[src/verilog/dma_cfg_pkg.sv]
/*
  Constants and types shared by the DMA channel configuration block.
  Assumes an 8-bit MCU register port with 16-bit addresses.
*/
package dma_cfg_pkg;
  // ----------------------------------------------------------------
  // Register map
  // ----------------------------------------------------------------
  localparam logic [15:0] ADDR_SLOT_HIGH = 16'hfff5;
  localparam logic [15:0] ADDR_SLOT_LOW = 16'hfff6;
  localparam logic [15:0] ADDR_CTL = 16'hfff7;
  localparam logic [7:0] REG_RESET = 8'h00;
  // Writable control bits; bits 5:4 are reserved
  localparam logic [7:0] CTL_WRITE_MASK = 8'hcf;

  // ----------------------------------------------------------------
  // Field layout
  // ----------------------------------------------------------------
  localparam int CTL_RUN_BIT = 7;
  localparam int CTL_WRAP_BIT = 6;
  localparam int CTL_DIR_BIT = 3;
  localparam int EP_W = 3;
  localparam int BYTES_PER_SLOT_LSB = 6;
  localparam int BYTES_PER_SLOT_W = 2;
  localparam int MASK_LOW_W = 8;
  localparam int MASK_HIGH_W = 6;
  localparam int MASK_W = 14;
  localparam int SLOT_IDX_W = 4;
  localparam int BYTE_CNT_W = 3;
  localparam logic DIR_IN = 1'b1;

  typedef enum logic [1:0] {st_idle, st_wait_slot, st_move} chan_state_type;
endpackage

[src/verilog/byte_buffer_if.sv]
/*
  Handshake bundle between the channel and its two-entry byte buffer.
  Assumes both ends run on the same clock.
*/
interface byte_buffer_if #(parameter int W = 8);
  logic in_valid;
  logic [W-1:0] in_data;
  logic in_ready;
  logic ready_nxt;
  logic out_valid;
  logic [W-1:0] out_data;
  logic out_ready;

  modport store (input in_valid, in_data, out_ready,
                 output in_ready, ready_nxt, out_valid, out_data);
  modport user (output in_valid, in_data, out_ready,
                input in_ready, ready_nxt, out_valid, out_data);
endinterface

[src/verilog/byte_skid_buffer.sv]
/*
  Two-entry byte buffer; entry 0 is the output register.
  Assumes the writer only pushes while in_ready is high.
*/
module byte_skid_buffer #(parameter int W = 8)
(
  input wire logic clk,            // System clock
  input wire logic resetn,         // Async reset, active low
  byte_buffer_if.store bb          // Buffer handshake
);
  import dma_cfg_pkg::*;

  localparam logic [1:0] DEPTH = 2'h2;

  logic [W-1:0] e0_r, e0_nxt, e1_r, e1_nxt;
  logic [1:0] count_r, count_nxt;
  logic ready_r, valid_r;
  logic push, pop;

  // ----------------------------------------------------------------
  // Next state
  // ----------------------------------------------------------------
  always_comb
  begin
    push = bb.in_valid && ready_r;
    pop = valid_r && bb.out_ready;
    e0_nxt = e0_r;
    e1_nxt = e1_r;
    count_nxt = count_r + {1'b0, push} - {1'b0, pop};
    if (pop)
    begin
      if (count_r == DEPTH)
        e0_nxt = e1_r;
      else if (push)
        e0_nxt = bb.in_data;
    end
    else if (push)
    begin
      if (count_r == 2'h0)
        e0_nxt = bb.in_data;
      else
        e1_nxt = bb.in_data;
    end
  end

  // in_ready and out_valid are registered flops; ready_nxt reaches the top unregistered
  always_ff @(posedge clk or negedge resetn)
  begin
    if (!resetn)
    begin
      e0_r <= '0;
      e1_r <= '0;
      count_r <= 2'h0;
      ready_r <= 1'b1;
      valid_r <= 1'b0;
    end
    else
    begin
      e0_r <= e0_nxt;
      e1_r <= e1_nxt;
      count_r <= count_nxt;
      ready_r <= (count_nxt != DEPTH);
      valid_r <= (count_nxt != 2'h0);
    end
  end

  assign bb.in_ready = ready_r;
  assign bb.ready_nxt = (count_nxt != DEPTH);
  assign bb.out_valid = valid_r;
  assign bb.out_data = e0_r;

  a_no_overflow: assert property (@(posedge clk) disable iff (!resetn)
    count_r == DEPTH |-> !ready_r) else $error("buffer full but ready");
endmodule

[src/verilog/dma_channel_slot_config.sv]
/*
  One DMA channel's configuration registers plus the slot-driven byte mover
  between an endpoint buffer and the codec port.
  Assumes an MCU register port with one-cycle write and registered read,
  a codec port that pulses slot_start with the slot index, and one clock.
*/
module dma_channel_slot_config
(
  input wire logic clk,                                   // 20 MHz clock
  input wire logic resetn,                                // Async reset, low
  input wire logic [15:0] reg_addr,                       // MCU address
  input wire logic reg_wr,                                // Write strobe
  input wire logic reg_rd,                                // Read strobe
  input wire logic [7:0] reg_wdata,                       // Write data
  output logic [7:0] reg_rdata,                           // Read data, 1 cycle
  input wire logic slot_start,                            // Codec slot pulse
  input wire logic [dma_cfg_pkg::SLOT_IDX_W-1:0] slot_index, // Slot number
  input wire logic src_valid,                             // Source byte valid
  input wire logic [7:0] src_data,                        // Source byte
  output logic src_ready,                                 // Byte taken
  output logic src_from_usb,                              // Source is endpoint
  output logic dst_valid,                                 // Sink byte valid
  output logic [7:0] dst_data,                            // Sink byte
  input wire logic dst_ready,                             // Sink accepts
  output logic dst_to_usb,                                // Sink is endpoint
  output logic [dma_cfg_pkg::EP_W-1:0] endpoint_number_select, // Endpoint
  output logic wrap_buffer_enable,                        // To buffer manager
  output logic channel_busy                               // Inside a slot
);
  import dma_cfg_pkg::*;

  logic [7:0] ctl_r, ctl_nxt, slot_low_r, slot_low_nxt;
  logic [7:0] slot_high_r, slot_high_nxt, rdata_r, rdata_nxt;
  logic from_usb_r, from_usb_nxt;
  chan_state_type state_r, state_nxt;
  logic [BYTE_CNT_W-1:0] rem_r, rem_nxt;
  logic src_ready_r, src_ready_nxt, busy_r;
  logic channel_run_enable, endpoint_direction, slot_hit;
  logic [MASK_W-1:0] slot_select_mask;
  logic [BYTES_PER_SLOT_W-1:0] bytes_per_slot;

  byte_buffer_if #(.W(8)) bb ();

  byte_skid_buffer #(.W(8)) u_buf
  (
    .clk(clk),
    .resetn(resetn),
    .bb(bb)
  );

  // ----------------------------------------------------------------
  // Field views of the registers
  // ----------------------------------------------------------------
  assign channel_run_enable = ctl_r[CTL_RUN_BIT];
  assign endpoint_direction = ctl_r[CTL_DIR_BIT];
  assign slot_select_mask = {slot_high_r[MASK_HIGH_W-1:0], slot_low_r};
  assign bytes_per_slot = slot_high_r[BYTES_PER_SLOT_LSB +: BYTES_PER_SLOT_W];
  // only slots with mask bit set
  assign slot_hit = slot_start && (32'(slot_index) < MASK_W)
                    && slot_select_mask[slot_index];

  // ----------------------------------------------------------------
  // Register file
  // ----------------------------------------------------------------
  // Writes land next edge; reads return one cycle after the strobe
  always_comb
  begin
    ctl_nxt = ctl_r;
    slot_low_nxt = slot_low_r;
    slot_high_nxt = slot_high_r;
    rdata_nxt = rdata_r;
    if (reg_wr)
    begin
      if (reg_addr == ADDR_CTL)
        ctl_nxt = reg_wdata & CTL_WRITE_MASK;
      else if (reg_addr == ADDR_SLOT_LOW)
        slot_low_nxt = reg_wdata;
      else if (reg_addr == ADDR_SLOT_HIGH)
        slot_high_nxt = reg_wdata;
    end
    if (reg_rd)
    begin
      if (reg_addr == ADDR_CTL)
        rdata_nxt = ctl_r;
      else if (reg_addr == ADDR_SLOT_LOW)
        rdata_nxt = slot_low_r;
      else if (reg_addr == ADDR_SLOT_HIGH)
        rdata_nxt = slot_high_r;
      else
        rdata_nxt = REG_RESET; // Unmapped reads as zero
    end
    from_usb_nxt = (ctl_nxt[CTL_DIR_BIT] != DIR_IN);
  end

  always_ff @(posedge clk or negedge resetn)
  begin
    if (!resetn)
    begin
      ctl_r <= REG_RESET;
      slot_low_r <= REG_RESET;
      slot_high_r <= REG_RESET;
      rdata_r <= REG_RESET;
      from_usb_r <= (REG_RESET[CTL_DIR_BIT] != DIR_IN);
    end
    else
    begin
      ctl_r <= ctl_nxt;
      slot_low_r <= slot_low_nxt;
      slot_high_r <= slot_high_nxt;
      rdata_r <= rdata_nxt;
      from_usb_r <= from_usb_nxt;
    end
  end

  // ----------------------------------------------------------------
  // Slot sequencer
  // ----------------------------------------------------------------
  // Dropping run-enable mid-slot abandons the rest of that slot's bytes
  always_comb
  begin
    state_nxt = state_r;
    rem_nxt = rem_r;
    case (state_r)
      st_idle:
      begin
        if (channel_run_enable)
          state_nxt = st_wait_slot;
      end
      st_wait_slot:
      begin
        if (!channel_run_enable)
          state_nxt = st_idle;
        else if (slot_hit)
        begin
          rem_nxt = BYTE_CNT_W'(bytes_per_slot) + BYTE_CNT_W'(1);
          state_nxt = st_move;
        end
      end
      st_move:
      begin
        if (!channel_run_enable)
          state_nxt = st_idle;
        else if (bb.in_valid)
        begin
          rem_nxt = rem_r - BYTE_CNT_W'(1);
          if (rem_nxt == '0)
            state_nxt = st_wait_slot;
        end
      end
      default:
        state_nxt = st_idle;
    endcase
    // Ready is a flop, so it looks ahead at next state and buffer room
    src_ready_nxt = (state_nxt == st_move) && (rem_nxt != '0) && bb.ready_nxt;
  end

  always_ff @(posedge clk or negedge resetn)
  begin
    if (!resetn)
    begin
      state_r <= st_idle;
      rem_r <= '0;
      src_ready_r <= 1'b0;
      busy_r <= 1'b0;
    end
    else
    begin
      state_r <= state_nxt;
      rem_r <= rem_nxt;
      src_ready_r <= src_ready_nxt;
      busy_r <= (state_nxt == st_move);
    end
  end

  // ----------------------------------------------------------------
  // Data path through the buffer
  // ----------------------------------------------------------------
  // bytes flow source to sink via buffer
  assign bb.in_valid = src_valid && src_ready_r && (state_r == st_move);
  assign bb.in_data = src_data;
  assign bb.out_ready = dst_ready;

  assign reg_rdata = rdata_r;
  assign src_ready = src_ready_r;
  // IN: codec to endpoint; OUT: endpoint to codec
  assign dst_to_usb = (endpoint_direction == DIR_IN);
  assign src_from_usb = from_usb_r;
  assign dst_valid = bb.out_valid;
  assign dst_data = bb.out_data;
  assign endpoint_number_select = ctl_r[EP_W-1:0];
  // per-channel wrap bit, shared with buffer manager
  assign wrap_buffer_enable = ctl_r[CTL_WRAP_BIT];
  assign channel_busy = busy_r;

  // ----------------------------------------------------------------
  // Checks
  // ----------------------------------------------------------------
  a_idle_when_off: assert property (@(posedge clk) disable iff (!resetn)
    !channel_run_enable |=> !src_ready && !channel_busy)
    else $error("channel active while disabled");
  a_wrap_write: assert property (@(posedge clk) disable iff (!resetn)
    reg_wr && reg_addr == ADDR_CTL
    |=> wrap_buffer_enable == $past(reg_wdata[CTL_WRAP_BIT]))
    else $error("wrap bit did not follow write");
  a_dir_route: assert property (@(posedge clk) disable iff (!resetn)
    reg_wr && reg_addr == ADDR_CTL
    |=> dst_to_usb == $past(reg_wdata[CTL_DIR_BIT]) && src_from_usb != dst_to_usb)
    else $error("direction routing broken");
  a_ep_write: assert property (@(posedge clk) disable iff (!resetn)
    reg_wr && reg_addr == ADDR_CTL
    |=> endpoint_number_select == $past(reg_wdata[EP_W-1:0]))
    else $error("endpoint field wrong");
  a_slot_miss: assert property (@(posedge clk) disable iff (!resetn)
    state_r == st_wait_slot && channel_run_enable && !slot_hit |=> !channel_busy)
    else $error("moved in unmasked slot");
  a_mask_read: assert property (@(posedge clk) disable iff (!resetn)
    reg_rd && !reg_wr && reg_addr == ADDR_SLOT_HIGH
    |=> reg_rdata[MASK_HIGH_W-1:0] == slot_select_mask[MASK_W-1:MASK_LOW_W])
    else $error("high mask readback wrong");
  a_byte_count: assert property (@(posedge clk) disable iff (!resetn)
    state_r == st_wait_slot && channel_run_enable && slot_hit
    |=> rem_r == BYTE_CNT_W'($past(bytes_per_slot)) + 3'h1)
    else $error("bytes per slot wrong");
  a_reserved_zero: assert property (@(posedge clk) disable iff (!resetn)
    ##1 ctl_r[5:4] == 2'h0) else $error("reserved bits set");
  a_push_in_slot: assert property (@(posedge clk) disable iff (!resetn)
    src_ready |-> channel_busy && rem_r != '0) else $error("ready outside slot");
  a_push_room: assert property (@(posedge clk) disable iff (!resetn)
    bb.in_valid |-> bb.in_ready) else $error("byte offered to full buffer");
endmodule
[config.mk]
export PLATFORM = sky130hd
export DESIGN_NAME = dma_channel_slot_config
export DESIGN_NICKNAME = d
export VERILOG_FILES = /design/src/verilog/dma_cfg_pkg.sv /design/src/verilog/byte_buffer_if.sv /design/src/verilog/byte_skid_buffer.sv /design/src/verilog/dma_channel_slot_config.sv
export SDC_FILE = /design/constraint.sdc
export NUM_CORES = 1
export LEC_CHECK = 0
export ABC_AREA = 0
export BUFFER_PORTS_ARGS = -buffer_cell sky130_fd_sc_hd__buf_2
export CORE_AREA = 2 2 77 79
export DETAILED_ROUTE_END_ITERATION = 8
export DIE_AREA = 0 0 79 81
export GPL_ROUTABILITY_DRIVEN = 0
export PLACE_DENSITY = 0.87
export RECOVER_POWER = 50
export SYNTH_ARGS = -nofsm -noshare
export SYNTH_HDL_FRONTEND = slang
export SYNTH_SLANG_ARGS = --single-unit
[constraint.sdc]
create_clock -name clk -period 3 [get_ports clk]
set_clock_uncertainty 0.05 [all_clocks]
set_input_delay 0.3 -clock clk [delete_from_list [all_inputs] [get_ports clk]]
set_output_delay 0.3 -clock clk [all_outputs]
set_load 0.02 [all_outputs]
# Word-level counts from Yosys, hierarchy flattened
# Index checks and enable logic that the tools add are counted.
# op_classes
div_mod_pow,0
magnitude_cmp,2
n_bitwise,5
n_addsub,4
n_reduce_logical,21
muxes,24
n_mul,0
shift,0
eq_ne,8
# ops
op,n
$mux W8,8
$eq A16 B16 Y1 const B,3
$mux W2,6
$mux W3,4
$reduce_and A3 Y1,3
$logic_and A1 B1 Y1,8
$mux W4,2
$reduce_bool A2 Y1,4
$eq A2 B2 Y1 const B,3
$pmux W2 S3,1
$pmux W3 S2,1
$lt A4 B5 Y1 const B,1
$not A1 Y1,5
$bmux W1 S4,1
$logic_not A2 Y1,2
$lt A4 B4 Y1 const B,1
$reduce_and A4 Y1,1
$add A2 B1 Y3 const B,1
$logic_not A3 Y1,1
$reduce_bool A3 Y1,1
$sub A3 B1 Y3 const B,1
$add A2 B1 Y2,1
$eq A2 B1 Y1 const B,1
$ne A2 B2 Y1 const B,1
3 further kinds,3
# totals
mem_bits_rw,0
elab_cells,79
input_bits,43
latch_bits,0
out_inout_bits,25
register_bits,58
mem_bits_ro,0
n_memories,0

# Logic depth before layout (Yosys ltp)
# depth
depth_word,9
depth_mapped,10
mapped_depth_nobuf,9

# By module
# From an unflattened synthesis, not the netlist that was laid out.
# hier_totals
hier_cells,239
area_unflattened_um2,2961.6
# modules_own_cells
mod,area_each_um2,cells_per_inst,n_inst,seq_area_each_um2
dma_channel_slot_config,2047.0,179,1,952.2
byte_skid_buffer,914.6,60,1,501.7

# Least setup slack after synthesis
# No wires, ideal clock.
# synth_timing
path_kind,register to register
start,register state_r[1]
end,register src_ready_r (netlist: src_ready)
setup_slack_ns,0.990
stages_incl_launch_ff,10
path_buffers,1
arrival_time_ns,1.834
setup_time_ns,0.126
path_cell_list,dfrtp_1 inv_1 ha_1 clkbuf_1 nand4_1 nor2_1 o21ai_0 a21boi_0 mux2i_1 o311a_1
# synth_between
elab_chain_cells,8
elab_cells_between_ends,22
cone_classes,2 x add/sub; 4 x eq/ne; 10 x mux; 6 x reduce/logical
# synth_lines
item,line,source
start: declaration,dma_channel_slot_config.sv:35,"chan_state_type state_r, state_nxt;"
start signal: assignment,dma_channel_slot_config.sv:161,state_r <= st_idle;
start signal: assignment,dma_channel_slot_config.sv:168,state_r <= state_nxt;
$eq A2 B2 Y1,"dma_channel_slot_config.sv:123, dma_channel_slot_config.sv:179",
$logic_and A1 B1 Y1,dma_channel_slot_config.sv:179,assign bb.in_valid = src_valid && src_ready_r && (state_r == st_move);
$mux W3,dma_channel_slot_config.sv:143,else if (bb.in_valid)
$mux W3,dma_channel_slot_config.sv:141,if (!channel_run_enable)
$pmux W3 S2 *,dma_channel_slot_config.sv:123,case (state_r)
named net rem_nxt[1],dma_channel_slot_config.sv:36,"logic [BYTE_CNT_W-1:0] rem_r, rem_nxt;"
$reduce_bool A3 Y1 *,dma_channel_slot_config.sv:154,src_ready_nxt = (state_nxt == st_move) && (rem_nxt != '0) && bb.ready_nxt;
$logic_and A1 B1 Y1 * (2 in a row),dma_channel_slot_config.sv:154,
named net src_ready_nxt,dma_channel_slot_config.sv:37,"logic src_ready_r, src_ready_nxt, busy_r;"
end signal: assignment,dma_channel_slot_config.sv:170,src_ready_r <= src_ready_nxt;
end: declaration,dma_channel_slot_config.sv:37,
# Mark *: on every way through the listed nets, which the timed path passes. The rest lies on a longest branch.
# A chain may end at the register's enable or synchronous reset.

# Worst setup path after layout
# layout_timing
start,register state_r[0]
end,register u_buf.e1_r[7]
# layout_between
elab_chain_cells,4
# layout_lines
item,line,source
$eq A2 B2 Y1,dma_channel_slot_config.sv:179,
$logic_and A1 B1 Y1,dma_channel_slot_config.sv:179,
$logic_and A1 B1 Y1,byte_skid_buffer.sv:25,push = bb.in_valid && ready_r;
$reduce_and A3 Y1 (no line),n/a,
end signal: assignment,byte_skid_buffer.sv:60,e1_r <= e1_nxt;
end: declaration,byte_skid_buffer.sv:15,"logic [W-1:0] e0_r, e0_nxt, e1_r, e1_nxt;"
# No other way between the ends.

==> flow_summary.toml <==
[power_and_ir_drop]
leakage_nw = 1.81
power_density_nw_per_um2 = 568
peakVddDrop_mv = 0.437

[grt]
antenna_found_initial = 0
grt_pass1_vias = 2296
overflow = 0
grt_usage = 0.211
grt_first_pass_wirelength_um = 10300
grt_max_degree = 43

[synth]
syn_inst = 270
async_reset_ff_frac = 1.00
ys_ff_latch = 58
synth_top_area_frac = 0.469
syn_avg_cell_area_um2 = 11.1
ys_top_cells_by_count = "dfrtp_1, a21oi_1, nor2_1"
post-synth-top-count-cell = "dfrtp_1"
synth_edf_count = 0
synth_nets = 322
netlist_area_um2 = 2990
netlist_top_cells_area = "dfrtp_1, mux2_1, mux2i_1"
yosysTopAreaCell = "dfrtp_1"
yosys_warnings = 0
seq_area_frac_synth = 0.487
synth_top_flop_cell = "dfrtp_1"
synthDistinctLibCells = 52

[critical_path]
path_buf_inv = 1
cp.arrival_ps = 2420
crit_chain = "inv_1 -> ha_1 -> nand4_1 -> nor2_1 -> mux2_1"
crit_path_end_kind = "flop"
path_class = "reg2reg"
cp_top_family = "simple AND/OR/NAND/NOR gates"
startpoint_type = "flop"
critPathRequiredTime_ps = 3170
cpPeakStageDelay_ps = 580
cp_slowest_cell = "nor2_1"
path_max_fanout = 9

[die]
die-area_um2 = 6400
dieWidth_um = 79
die-height_um = 81
ioPinCount = 68
core_area_um2 = 5680
start_util = 0.526
rows = 28

[clock_tree]
htreeDepth = 3
ctsResizeCount = 0
post_cts_buffers = 0
cts_buffers = 9
cts_tree = "built"
clkLatencyLatePin_ps = 350
cts.clk_slew.worst_paths_ps = 70
hold_buffers = 0
cts_sinks = 58
cts_root_buf = "clkbuf_8"
clk_path_buf_depth = 2

[placement]
dp_hpwl_um = 4510
portBuffers = 67
placed_area_um2 = 3350
dpl_worst_slack_ps = 735

[layout]
final_area_um2 = 3510
fin_nets = 389
drive_gt1_frac = 0.269
fillers = 481
area.growth.synth_to_final_pct = 17.7
diodes = 0

[outcome]
outcome = "finished, violations left"
failed_checks = "capacitance limit, slew limit"

[drt]
wirelength_um = 6130
dr.pass1.iters = 4
wire_per_inst_um = 14.7
vias = 2253
drt-vias-per-instance = 5.40
drt_iter0_drc = 103
drcViolationCount = 0
ant_nets = 0

[sta]
layout_setup_ws_ps = 751
max_freq_ghz = 0.445
fin_crit_sh = 0.750
period_minus_slack_ps = 2250
rsz0062_at_grt = "no"
finalSetupViolCount = 0
tightest_slew_ps = 2210
maxSlewViolCount = 43
hold_viol = 0
setup_tns_ps = 0
relSlewSlack = -0.477

[flow_run]
cap_violations = 1

[min_path]
min_path_type = "in2reg"
-- final cells by class --
cell class                 instances  area (µm²)  share of cell area
clock inverter                     6        41.3              0.0117
timing repair buffer              68         324              0.0922
inverter                          12        45.0              0.0128
sequential                        58        1450               0.414
multi-input combinational        188        1420               0.404
clock buffer                      10         138              0.0392
tap                               75        93.8              0.0267
-- per-stage QoR --
step | hold WS, ps | util | std cells | total power, W
after floorplan | -45.6 | - | 270 | 0.00122
after global placement | 409 | 0.591 | 401 | 0.00135
after detailed placement | 415 | 0.591 | 401 | 0.00137
after CTS | 61.4 | 0.623 | 417 | 0.00203
after global routing | 102 | 0.619 | 417 | 0.00210
final | 103 | 0.619 | 417 | 0.00200
-- worst paths after layout --
check / from / end / slack, ps / cells past startpoint
setup reg to reg: state_r[0] / u_buf.e1_r[7] / 750 / 5
hold reg to reg: ctl_r[3] / src_from_usb / 420 / 1
hold / removal: reg_wdata[3] / src_from_usb / 100 / 2
setup / recovery: state_r[0] / u_buf.e1_r[7] / 750 / 5
min in group asynchronous: resetn / u_buf.e1_r[6] / 550 / 1
max in group asynchronous: resetn / reg_rdata[3] / 950 / 2
-- flip-flops by register name, indices dropped and copies added (netlist names), 2 cells and up --
signal	cells
u_buf.e1_r	8
reg_rdata	8
rem_r	3
ctl_r	6
slot_high_r	8
slot_low_r	8
u_buf.bb.out_data	8
state_r	2
u_buf.count_r	2
-- cell usage in the layout (no fill, tap or decap), types with 2 or more instances in the layout --
cell type,Yosys,final
mux2_2,5,5
inv_1,12,12
nand3_1,7,7
mux2_1,25,25
clkinv_2,0,2
dfstp_2,2,2
a22oi_1,2,2
clkbuf_1,3,13
o21ai_0,4,4
ha_1,9,9
a21oi_1,31,31
clkinvlp_4,0,3
nand4_1,6,6
o22ai_1,2,2
nor2_1,28,28
dfrtp_1,56,56
xnor2_1,2,2
buf_2,4,54
nand2b_1,3,3
and3_1,2,2
nand2_2,3,3
clkbuf_8,0,10
nand2_1,9,9
mux2i_1,22,22
-- logic make-up (layout without fill, tap and decap cells) --
family                   Yosys count  count (layout)  share of synthesized area
XOR/XNOR                           3               3                    0.00880
flip-flops                        58              58                      0.487
multiplexers                      53              53                      0.192
AO/OA/AOI/OAI                     52              52                      0.108
buffers and inverters             24              96                     0.0381
AND/OR/NAND/NOR                   71              71                      0.129
adder cells (fa/ha/maj)            9               9                     0.0377
-- metal layers --
layer	track usage	routed length [µm]	vias to the layer above	part of all wire
li1	-	-	1103	-
met1	0.262	2770	1079	0.45
met2	0.342	2910	57	0.47
met3	0.0622	325	14	0.053
met4	0.0966	119	0	0.019
met5	0	0	-	0
-- worst register-to-register path, delay by kind of cell, from the launching register on --
kind,cells,cell delay (ps)
fa+ha+maj,1,330
flops,1,410
mux,1,390
buf+inv,1,110
simple gates,2,830
-- power by group --
| group | internal (W) | switching (W) |
|---|---|---|
| clock | 0.000321 | 0.000329 |
| sequential | 0.000874 | 0.0000518 |
| combinational | 0.000156 | 0.000264 |
| total | 0.00135 | 0.000645 |
(Power assumes the default switching activity.)
